## src/design/hcs_consts.vh

```
// constants for the harmonic count sequencer: frequencies, times, codes, map
// assumes a 25 MHz clk; included by every design file of the block
`ifndef HCS_CONSTS_VH
`define HCS_CONSTS_VH
`define HCS_CLK_HZ      32'h17D7840
`define HCS_MS_PER_S    32'h3E8
`define HCS_US_PER_S    32'hF4240
`define HCS_HZ_PER_KHZ  32'h3E8
`define HCS_START_KHZ   19'h55730
`define HCS_STOP_KHZ    19'h493E0
`define HCS_STEP_KHZ    19'h00064
`define HCS_OFFSET_KHZ  19'h001F4
`define HCS_REF_KHZ     19'h00032
`define HCS_SWEEP_MS    32'h96
`define HCS_SYNC_LAT    32'h2
`define HCS_NORM_US     32'h57FD0
`define HCS_NARR_US     32'h57F8
`define HCS_WIDE_MS     32'h830
`define HCS_GATE_LONG_S 32'h4
`define HCS_GATE_ONE_S  32'h1
`define HCS_GATE_FAST_US 32'hA
`define HCS_DECADE      32'hA
`define HCS_QHZ_PER_HZ  32'h4
`define HCS_BEAT_PRESCALE 32'h10
`define HCS_NARR_BITS   4'h7
`define HCS_NORM_BITS   4'hA
`define HCS_WIDE_BITS   4'hD
`define HCS_TOL_NORMAL  2'h0
`define HCS_TOL_NARROW  2'h1
`define HCS_TOL_WIDE    2'h2
`define HCS_RES_1HZ     3'h0
`define HCS_RES_1MHZ    3'h6
`define HCS_CTRL_START  0
`define HCS_CTRL_HALT   1
`define HCS_CTRL_RES_LO 2
`define HCS_CTRL_RES_HI 4
`define HCS_REG_CTRL    4'h0
`define HCS_REG_STATUS  4'h1
`define HCS_REG_MAIN    4'h2
`define HCS_REG_HARM    4'h3
`define HCS_REG_CNTA    4'h4
`define HCS_REG_CNTB    4'h5
`define HCS_REG_GATE    4'h6
`define HCS_REG_UNK_LO  4'h7
`define HCS_REG_UNK_HI  4'h8
`endif

```

## src/design/hcs_prs_gen.v

```verilog
// switching sequence source: shift register with the all-zero state spliced in
// assumes the caller steps it once per chip and clears it before each search
`timescale 1ns/100ps
`include "hcs_consts.vh"
module hcs_prs_gen #(
    parameter W = `HCS_WIDE_BITS
) (
    input  wire       clk,
    input  wire       rstn,
    input  wire       clear,
    input  wire       step,
    input  wire [1:0] tolSel,
    output wire       chip
);
    reg  [W-1:0] sr_r;
    wire [W-1:0] mask;
    wire [W-1:0] top;
    wire         lowZero;
    wire         fb;

    function [W-1:0] lenMask;
        input [1:0] t;
        begin
            case (t)
                `HCS_TOL_NARROW: lenMask = {W{1'b1}} >> (W - `HCS_NARR_BITS);
                `HCS_TOL_WIDE:   lenMask = {W{1'b1}} >> (W - `HCS_WIDE_BITS);
                default:         lenMask = {W{1'b1}} >> (W - `HCS_NORM_BITS);
            endcase
        end
    endfunction

    function tapFb;
        input [W-1:0] s;
        input [1:0]   t;
        begin
            case (t)
                `HCS_TOL_NARROW: tapFb = s[6] ^ s[5];
                `HCS_TOL_WIDE:   tapFb = s[12] ^ s[3] ^ s[2] ^ s[0];
                default:         tapFb = s[9] ^ s[6];
            endcase
        end
    endfunction

    assign mask    = lenMask(tolSel);
    assign top     = mask ^ (mask >> 1);
    // splicing in the zero state gives 2^n chips, half of them high
    assign lowZero = ~|(sr_r & (mask >> 1));
    assign fb      = tapFb(sr_r, tolSel) ^ lowZero;
    assign chip    = |(sr_r & top);

    always @(posedge clk or negedge rstn) begin
        if (!rstn) begin
            sr_r <= {{(W-1){1'b0}}, 1'b1};
        end else if (clear) begin
            sr_r <= {{(W-1){1'b0}}, 1'b1};
        end else if (step) begin
            sr_r <= {sr_r[W-2:0], fb} & mask;
        end
    end
endmodule

```

## src/design/hcs_sequencer.v

```verilog
// harmonic count sequencer: sweep, harmonic search, final gate, result
// assumes async pins from the detector/front end; beat pulses prescaled outside
`timescale 1ns/100ps
`include "hcs_consts.vh"
module hcs_sequencer #(
    parameter SWEEP_CYC = `HCS_SWEEP_MS * (`HCS_CLK_HZ / `HCS_MS_PER_S),
    parameter NORM_CYC  = `HCS_NORM_US * (`HCS_CLK_HZ / `HCS_US_PER_S),
    parameter NARR_CYC  = `HCS_NARR_US * (`HCS_CLK_HZ / `HCS_US_PER_S),
    parameter WIDE_CYC  = `HCS_WIDE_MS * (`HCS_CLK_HZ / `HCS_MS_PER_S),
    parameter GATE4_CYC = `HCS_GATE_LONG_S * `HCS_CLK_HZ
) (
    input  wire        clk,
    input  wire        rstn,
    input  wire [3:0]  regAddr,
    input  wire [31:0] regWdata,
    input  wire        regWr,
    input  wire        regRd,
    output reg  [31:0] regRdata,
    input  wire        beatInBandPin,
    input  wire        beatWidePin,
    input  wire        beatPulsePin,
    input  wire        tolWidePin,
    input  wire        tolNarrowPin,
    output reg  [12:0] mainDivider,
    output reg  [12:0] offsetDivider,
    output wire        selOffsetOsc,
    output wire        cntAEn,
    output wire        cntBEn,
    output wire        busy
);
    localparam S_IDLE = 3'h0;
    localparam S_SWEEP = 3'h1;
    localparam S_NDET = 3'h2;
    localparam S_DIV = 3'h3;
    localparam S_GATE = 3'h4;
    localparam S_CALC = 3'h5;
    localparam S_DONE = 3'h6;
    localparam S_FAIL = 3'h7;

    localparam [31:0] STEPS = (`HCS_START_KHZ - `HCS_STOP_KHZ) / `HCS_STEP_KHZ + 1;
    localparam [31:0] STEP_CYC = SWEEP_CYC / STEPS;
    localparam [31:0] DIV_STEP = `HCS_STEP_KHZ / `HCS_REF_KHZ;
    localparam [18:0] DIV_START_W = `HCS_START_KHZ / `HCS_REF_KHZ;
    localparam [18:0] DIV_OFFSET_W = `HCS_OFFSET_KHZ / `HCS_REF_KHZ;
    localparam [12:0] DIV_START = DIV_START_W[12:0];
    localparam [12:0] DIV_OFFSET = DIV_OFFSET_W[12:0];
    localparam [31:0] NORM_CHIP = NORM_CYC >> `HCS_NORM_BITS;
    localparam [31:0] NARR_CHIP = NARR_CYC >> `HCS_NARR_BITS;
    localparam [31:0] WIDE_CHIP = WIDE_CYC >> `HCS_WIDE_BITS;
    localparam [63:0] OFF_HZ = `HCS_OFFSET_KHZ * `HCS_HZ_PER_KHZ;
    localparam [63:0] CNT_DEN = 64'h2 * `HCS_CLK_HZ * `HCS_BEAT_PRESCALE;
    localparam [63:0] DNORM = OFF_HZ * (NORM_CHIP << `HCS_NORM_BITS) / CNT_DEN;
    localparam [63:0] DNARR = OFF_HZ * (NARR_CHIP << `HCS_NARR_BITS) / CNT_DEN;
    localparam [63:0] DWIDE = OFF_HZ * (WIDE_CHIP << `HCS_WIDE_BITS) / CNT_DEN;
    localparam [31:0] FAST_CYC = `HCS_GATE_FAST_US * (`HCS_CLK_HZ / `HCS_US_PER_S);
    localparam [31:0] D1 = `HCS_DECADE;
    localparam [31:0] D2 = D1 * `HCS_DECADE;
    localparam [31:0] D3 = D2 * `HCS_DECADE;
    localparam [31:0] D4 = D3 * `HCS_DECADE;
    localparam [31:0] D5 = D4 * `HCS_DECADE;
    localparam [39:0] QMAIN = `HCS_QHZ_PER_HZ * `HCS_HZ_PER_KHZ;

    // pin synchronisers: beat band, wide, pulse, wide tol, narrow tol
    wire [4:0] pinIn;
    reg  [4:0] meta_r;
    reg  [4:0] sync_r;
    reg        pulseDly_r;
    wire       inBand;
    wire       wideOk;
    wire       beatEdge;

    reg  [2:0]  state_r;
    reg  [18:0] mainKhz_r;
    reg  [31:0] tmr_r;
    reg  [13:0] chipCnt_r;
    reg  [31:0] cntA_r;
    reg  [31:0] cntB_r;
    reg  [31:0] gateCnt_r;
    reg  [31:0] harm_r;
    reg  [31:0] divRem_r;
    reg  [31:0] divQ_r;
    reg  [5:0]  divCnt_r;
    reg  [39:0] unk_r;
    reg  [2:0]  res_r;
    reg  [1:0]  tol_r;
    reg         signPlus_r;
    reg         beatLost_r;
    reg         sweepFail_r;

    wire        chip;
    wire        chipEnd;
    wire        prsClear;
    wire        startReq;
    wire        haltReq;
    wire [31:0] chipCyc;
    wire [13:0] chipLast;
    wire [31:0] deltaCnt;
    wire [31:0] diff;
    wire [32:0] remSh;
    wire [32:0] trial;
    wire [39:0] beatQ;
    wire [39:0] nMainQ;
    wire        lossEvt;

    assign pinIn = {tolNarrowPin, tolWidePin, beatPulsePin, beatWidePin, beatInBandPin};

    genvar g;
    generate
        for (g = 0; g < 5; g = g + 1) begin : gSync
            always @(posedge clk or negedge rstn) begin
                if (!rstn) begin
                    meta_r[g] <= 1'b0;
                    sync_r[g] <= 1'b0;
                end else begin
                    meta_r[g] <= pinIn[g];
                    sync_r[g] <= meta_r[g];
                end
            end
        end
    endgenerate

    always @(posedge clk or negedge rstn) begin
        if (!rstn) begin
            pulseDly_r <= 1'b0;
        end else begin
            pulseDly_r <= sync_r[2];
        end
    end

    assign inBand   = sync_r[0];
    assign wideOk   = sync_r[1];
    assign beatEdge = sync_r[2] & ~pulseDly_r;

    function [31:0] gateCyc;
        input [2:0] r;
        begin
            case (r)
                `HCS_RES_1HZ: gateCyc = `HCS_GATE_ONE_S * `HCS_CLK_HZ;
                3'h1: gateCyc = GATE4_CYC / D1;
                3'h2: gateCyc = GATE4_CYC / D2;
                3'h3: gateCyc = GATE4_CYC / D3;
                3'h4: gateCyc = GATE4_CYC / D4;
                3'h5: gateCyc = GATE4_CYC / D5;
                default: gateCyc = FAST_CYC;
            endcase
        end
    endfunction

    // quarter-hertz per prescaled count, per resolution
    function [39:0] qMult;
        input [2:0] r;
        begin
            case (r)
                `HCS_RES_1HZ: qMult = `HCS_QHZ_PER_HZ * `HCS_BEAT_PRESCALE;
                3'h1: qMult = D1 * `HCS_BEAT_PRESCALE;
                3'h2: qMult = D2 * `HCS_BEAT_PRESCALE;
                3'h3: qMult = D3 * `HCS_BEAT_PRESCALE;
                3'h4: qMult = D4 * `HCS_BEAT_PRESCALE;
                3'h5: qMult = D5 * `HCS_BEAT_PRESCALE;
                default: qMult = `HCS_QHZ_PER_HZ * `HCS_US_PER_S / `HCS_GATE_FAST_US * `HCS_BEAT_PRESCALE;
            endcase
        end
    endfunction

    assign chipCyc = (tol_r == `HCS_TOL_WIDE) ? WIDE_CHIP :
                     (tol_r == `HCS_TOL_NARROW) ? NARR_CHIP : NORM_CHIP;
    assign chipLast = (tol_r == `HCS_TOL_WIDE) ? ~(14'h3FFF << `HCS_WIDE_BITS) :
                      (tol_r == `HCS_TOL_NARROW) ? ~(14'h3FFF << `HCS_NARR_BITS) :
                      ~(14'h3FFF << `HCS_NORM_BITS);
    assign deltaCnt = (tol_r == `HCS_TOL_WIDE) ? DWIDE[31:0] :
                      (tol_r == `HCS_TOL_NARROW) ? DNARR[31:0] : DNORM[31:0];
    assign chipEnd  = (state_r == S_NDET) && (tmr_r == chipCyc - 32'h1);

    hcs_prs_gen #(
        .W      (`HCS_WIDE_BITS)
    ) uPrs (
        .clk    (clk),
        .rstn   (rstn),
        .clear  (prsClear),
        .step   (chipEnd),
        .tolSel (tol_r),
        .chip   (chip)
    );

    // prs is held at seed outside the search so every run starts alike
    assign prsClear = (state_r != S_NDET);
    assign selOffsetOsc = (state_r == S_NDET) & chip;
    assign cntBEn = (state_r == S_NDET) & chip;
    assign cntAEn = ((state_r == S_NDET) & ~chip) | (state_r == S_GATE);
    assign busy = (state_r != S_IDLE) && (state_r != S_DONE) && (state_r != S_FAIL);

    assign startReq = regWr && (regAddr == `HCS_REG_CTRL) && regWdata[`HCS_CTRL_START];
    assign haltReq  = regWr && (regAddr == `HCS_REG_CTRL) && regWdata[`HCS_CTRL_HALT];

    assign diff  = (cntB_r > cntA_r) ? (cntB_r - cntA_r) : (cntA_r - cntB_r);
    assign remSh = {divRem_r, divQ_r[31]};
    assign trial = remSh - {1'b0, deltaCnt};
    assign beatQ = gateCnt_r * qMult(res_r);
    assign nMainQ = harm_r[7:0] * mainKhz_r * QMAIN;
    assign lossEvt = ((state_r == S_NDET) || (state_r == S_DIV) || (state_r == S_GATE)) && !wideOk;

    always @(posedge clk or negedge rstn) begin
        if (!rstn) begin
            state_r     <= S_IDLE;
            mainKhz_r   <= `HCS_START_KHZ;
            mainDivider <= DIV_START;
            offsetDivider <= DIV_START - DIV_OFFSET;
            tmr_r       <= 32'h0;
            chipCnt_r   <= 14'h0;
            cntA_r      <= 32'h0;
            cntB_r      <= 32'h0;
            gateCnt_r   <= 32'h0;
            harm_r      <= 32'h0;
            divRem_r    <= 32'h0;
            divQ_r      <= 32'h0;
            divCnt_r    <= 6'h0;
            unk_r       <= 40'h0;
            res_r       <= `HCS_RES_1HZ;
            tol_r       <= `HCS_TOL_NORMAL;
            signPlus_r  <= 1'b0;
            beatLost_r  <= 1'b0;
            sweepFail_r <= 1'b0;
        end else if (startReq) begin
            // start, even mid-run, goes back to the top of the sweep
            state_r     <= S_SWEEP;
            mainKhz_r   <= `HCS_START_KHZ;
            mainDivider <= DIV_START;
            offsetDivider <= DIV_START - DIV_OFFSET;
            tmr_r       <= 32'h0;
            res_r       <= regWdata[`HCS_CTRL_RES_HI:`HCS_CTRL_RES_LO];
            tol_r       <= sync_r[3] ? `HCS_TOL_WIDE :
                           sync_r[4] ? `HCS_TOL_NARROW : `HCS_TOL_NORMAL;
            // loss in the same cycle as a restart still sets: set wins
            beatLost_r  <= lossEvt;
            sweepFail_r <= 1'b0;
        end else if (haltReq) begin
            state_r <= S_IDLE;
        end else begin
            // wide flag loss while counting taints the harmonic result
            if (lossEvt) begin
                beatLost_r <= 1'b1;
            end
            case (state_r)
                S_SWEEP: begin
                    // flag lags a synth step by the sync chain; a stale high would stop too early
                    if (inBand && (tmr_r >= `HCS_SYNC_LAT)) begin
                        state_r   <= S_NDET;
                        tmr_r     <= 32'h0;
                        chipCnt_r <= 14'h0;
                        cntA_r    <= 32'h0;
                        cntB_r    <= 32'h0;
                    end else if (tmr_r == STEP_CYC - 32'h1) begin
                        tmr_r <= 32'h0;
                        if (mainKhz_r == `HCS_STOP_KHZ) begin
                            state_r     <= S_FAIL;
                            sweepFail_r <= 1'b1;
                        end else begin
                            mainKhz_r   <= mainKhz_r - `HCS_STEP_KHZ;
                            mainDivider <= mainDivider - DIV_STEP[12:0];
                            offsetDivider <= mainDivider - DIV_STEP[12:0] - DIV_OFFSET;
                        end
                    end else begin
                        tmr_r <= tmr_r + 32'h1;
                    end
                end
                S_NDET: begin
                    if (beatEdge && !chip) begin
                        cntA_r <= cntA_r + 32'h1;
                    end
                    if (beatEdge && chip) begin
                        cntB_r <= cntB_r + 32'h1;
                    end
                    if (chipEnd) begin
                        tmr_r     <= 32'h0;
                        chipCnt_r <= chipCnt_r + 14'h1;
                        // full 2^n chips: equal on-time per counter
                        if (chipCnt_r == chipLast) begin
                            state_r  <= S_DIV;
                            divQ_r   <= diff + (deltaCnt >> 1);
                            divRem_r <= 32'h0;
                            divCnt_r <= 6'h0;
                        end
                    end else begin
                        tmr_r <= tmr_r + 32'h1;
                    end
                end
                S_DIV: begin
                    // restoring divide, one quotient bit per clock
                    if (!trial[32]) begin
                        divRem_r <= trial[31:0];
                        divQ_r   <= {divQ_r[30:0], 1'b1};
                    end else begin
                        divRem_r <= remSh[31:0];
                        divQ_r   <= {divQ_r[30:0], 1'b0};
                    end
                    divCnt_r <= divCnt_r + 6'h1;
                    if (divCnt_r == 6'h1F) begin
                        harm_r     <= {divQ_r[30:0], ~trial[32]};
                        signPlus_r <= (cntA_r < cntB_r);
                        state_r    <= S_GATE;
                        tmr_r      <= 32'h0;
                        gateCnt_r  <= 32'h0;
                    end
                end
                S_GATE: begin
                    if (beatEdge) begin
                        gateCnt_r <= gateCnt_r + 32'h1;
                    end
                    if (tmr_r == gateCyc(res_r) - 32'h1) begin
                        state_r <= S_CALC;
                    end else begin
                        tmr_r <= tmr_r + 32'h1;
                    end
                end
                S_CALC: begin
                    // result in quarter hertz so every gate length divides evenly
                    unk_r   <= signPlus_r ? (nMainQ + beatQ) : (nMainQ - beatQ);
                    state_r <= S_DONE;
                end
                S_IDLE: begin
                    state_r <= S_IDLE;
                end
                S_DONE: begin
                    state_r <= S_DONE;
                end
                S_FAIL: begin
                    state_r <= S_FAIL;
                end
                default: begin
                    state_r <= S_IDLE;
                end
            endcase
        end
    end

    always @(posedge clk or negedge rstn) begin
        if (!rstn) begin
            regRdata <= 32'h0;
        end else if (regRd) begin
            case (regAddr)
                `HCS_REG_CTRL:   regRdata <= {27'h0, res_r, 2'h0};
                `HCS_REG_STATUS: regRdata <= {23'h0, tol_r, signPlus_r, beatLost_r, sweepFail_r,
                                              busy, state_r};
                `HCS_REG_MAIN:   regRdata <= {13'h0, mainKhz_r};
                `HCS_REG_HARM:   regRdata <= harm_r;
                `HCS_REG_CNTA:   regRdata <= cntA_r;
                `HCS_REG_CNTB:   regRdata <= cntB_r;
                `HCS_REG_GATE:   regRdata <= gateCnt_r;
                `HCS_REG_UNK_LO: regRdata <= unk_r[31:0];
                `HCS_REG_UNK_HI: regRdata <= {24'h0, unk_r[39:32]};
                default:         regRdata <= 32'h0;
            endcase
        end else begin
            regRdata <= 32'h0;
        end
    end
endmodule

```

## config.mk

```make
export PLATFORM = sky130hd
export DESIGN_NAME = hcs_sequencer
export DESIGN_NICKNAME = d
export VERILOG_FILES = /design/src/design/hcs_prs_gen.v /design/src/design/hcs_sequencer.v
export VERILOG_INCLUDE_DIRS = /design/src /design/src/design
export SDC_FILE = /design/constraint.sdc
export NUM_CORES = 2
export LEC_CHECK = 0
export BUFFER_PORTS_ARGS = -buffer_cell sky130_fd_sc_hd__clkbuf_2
export CAP_MARGIN = 15
export CORE_MARGIN = 2
export CORE_UTILIZATION = 65
export CTS_BUF_LIST = sky130_fd_sc_hd__clkbuf_2 sky130_fd_sc_hd__clkbuf_4 sky130_fd_sc_hd__clkbuf_8
export DETAILED_ROUTE_END_ITERATION = 8
export GPL_TIMING_DRIVEN = 1
export PLACE_DENSITY_LB_ADDON = 0.05
export SLEW_MARGIN = 20
export SYNTH_ARGS = -nofsm -noshare
export SYNTH_HDL_FRONTEND = slang
export SYNTH_SLANG_ARGS = --single-unit
```

## constraint.sdc

```tcl
create_clock -name clk -period 33.2 [get_ports clk]
set_input_delay 4.98 -clock clk [delete_from_list [all_inputs] [get_ports clk]]
set_output_delay 4.98 -clock clk [all_outputs]
set_load 0.01 [all_outputs]
```

==> flow_summary.json <==
{
  "ys_seq_elements": 388,
  "clk-insertion-delay-late_ns": 0.69,
  "antenna_found_initial": 6,
  "finalWorstSetupSlack_ns": 20.68,
  "crit_fanout": 19,
  "post-synth-top-count-cell": "inv_1",
  "cts-root-buf": "clkbuf_8",
  "yosysTopAreaCellShare": 0.214,
  "period_needed_ns": 12.52,
  "cts_tree": "done",
  "slowest_delay_ns": 0.82,
  "cp-end-kind": "flop",
  "cts_setup_buffers": 0,
  "gp_congestion": 0.972,
  "finClkSkew_ns": 0.0540,
  "crit_top_cell": "fa_1",
  "grt_max_degree": 105,
  "crit_type": "reg2reg",
  "synth_area_leaders": "fa_1 (21%), dfrtp_1 (18%), ha_1 (11%)",
  "synth_ff_type": "dfrtp_1",
  "setup_viol": 0,
  "synth-seq-area-share": 0.192,
  "drive_above_1_share": 0.0632,
  "drt-initial-drc-count": 3808,
  "drc": 0,
  "drt_first_pass_iters": 6,
  "syn_area_mm2": 0.0507,
  "synth_warnings": 0,
  "worst_pin_slew_ns": 1.08,
  "clockBufferDepth": 3,
  "portBuffers": 78,
  "grt_pass1_vias": 42984,
  "cts.sinks": 388,
  "rows": 102,
  "initial_core_util": 0.655,
  "cts_made_buffers": 73,
  "synthToLayoutAreaGrowth_pct": 5.38,
  "die_x_um": 283,
  "async_flop_share": 1.00,
  "hold_viol": 0,
  "hold_path.class": "reg2reg",
  "die_y_um": 283,
  "cp.required_ns": 33.72,
  "slowest_stage": "dfrtp_1",
  "avgSynthCellArea_um2": 8.43,
  "cts_resized": 0,
  "dp_hpwl_um": 114000,
  "path_buf_inv": 4,
  "ctsHoldBuffers": 0,
  "timing.fmax_mhz": 79.9,
  "synthCells": 6011,
  "wire_per_inst_um": 21.0,
  "core_mm2": 0.0773,
  "clkTransAtPathRegs_ns": 0.06,
  "slew_headroom": 0.275,
  "viasPerCell": 6.10,
  "cp-start-kind": "flop",
  "synth-edff-count": 0,
  "drt_wl_total_um": 148000,
  "nNetsFinal": 6956,
  "route.antenna.remaining_nets": 0,
  "preCtsSetupSlack_ns": 20.85,
  "grt.total_usage": 0.374,
  "outcome": "complete, no violations",
  "cap_viol_max_count": 0,
  "drv_slew": 0,
  "via_count": 42856,
  "synth_common_cells": "inv_1 (827), nand2_1 (724), fa_1 (542)",
  "grt_pass1_wl_um": 238000,
  "io_pins": 107,
  "rsz0062_at_grt": "false",
  "grt_remaining_overflow": 0,
  "utilization": 0.690,
  "tns_ns": 0,
  "finalCritPeriodShare": 0.377,
  "yosys.cell_types.count": 104,
  "dieArea_mm2": 0.0802,
  "crit_arrival_ns": 13.03,
  "critPathTopFamily": "adder cells",
  "htree_levels": 3,
  "yosysTopAreaCell": "fa_1"
}
==> per-stage QoR <==
| stage | std cells | cell area, um^2 | hold WS (ns) |
|---|---|---|---|
| finish | 7029 | 53400 | 0.351 |
| global route | 7024 | 53400 | 0.355 |
| CTS | 7023 | 53400 | 0.351 |
| detailed placement | 6898 | 51800 | 0.338 |
| global placement | 6898 | 51800 | 0.335 |
| floorplan | 6028 | 50700 | 0.331 |
==> state kept, by name (all words and copies together) (netlist names), 3 cells and up <==
register / count
chipCnt_r: 14
cntA_r: 32
cntB_r: 32
divCnt_r: 6
divQ_r: 32
divRem_r: 32
gateCnt_r: 32
harm_r: 32
mainDivider: 12
mainKhz_r: 17
meta_r: 5
offsetDivider: 13
regRdata: 32
res_r: 3
state_r: 3
sync_r: 3
tmr_r: 32
uPrs.sr_r: 13
unk_r: 35
==> metal layers <==
layer	GRT usage	part of all wire	up-vias
met4	0.137	0.037	4
met3	0.0689	0.092	305
li1	-	-	19649
met2	0.581	0.45	1768
met5	0	0.00014	-
met1	0.525	0.42	21130
==> final timing paths <==
check	startpoint	end	slack, ns	cells after the start
worst max-delay path	harm_r[7]	unk_r[39]	20.68	42
worst min-delay path	meta_r[4]	sync_r[4]	0.35	0
worst max register to register	harm_r[7]	unk_r[39]	20.68	42
worst min register to register	meta_r[4]	sync_r[4]	0.35	0
max in group asynchronous	rstn	regRdata[24]	26.72	3
min in group asynchronous	rstn	divRem_r[29]	4.35	1
==> logic make-up (layout without fill, tap and decap cells) <==
family / count (synthesis) / count (layout) / synth area share
xor gates and xnor gates: 385 / 385 / 0.0665
other: 2 / 25 / 0.000148
buffers and inverters: 1143 / 1098 / 0.0861
DFF: 388 / 388 / 0.192
muxes: 35 / 35 / 0.00704
AOI/OAI and AO/OA: 1132 / 1132 / 0.141
and+or+nand+nor: 1945 / 1945 / 0.185
adders and majority gates: 981 / 981 / 0.322
==> placed cells by master (no fill, tap or decap), drive strengths merged, types with 124 or more instances in the layout <==
| cell type | netlist | layout |
|---|---|---|
| ha | 436 | 436 |
| a21oi | 318 | 318 |
| nand2 | 725 | 725 |
| clkbuf | 267 | 186 |
| dfrtp | 363 | 363 |
| fa | 542 | 542 |
| xnor2 | 256 | 256 |
| nor2 | 374 | 374 |
| xor2 | 129 | 129 |
| and2 | 194 | 194 |
| o21ai | 303 | 303 |
| inv | 828 | 833 |
| nand3 | 124 | 124 |
==> area by class of cell <==
type | count | area (um^2)
flip-flops and latches | 388 | 9740
multi-input cells | 4497 | 36800
clock buffers | 109 | 1420
well taps | 1040 | 1300
diodes | 6 | 15.0
repair buffers | 144 | 896
inverters | 829 | 3110
fillers | 6456 | 23900
clock inverters | 16 | 160
Power is left out: the tool's default activity adds up to more than one toggle a clock period on the data nets, which glitch-free logic cannot reach.
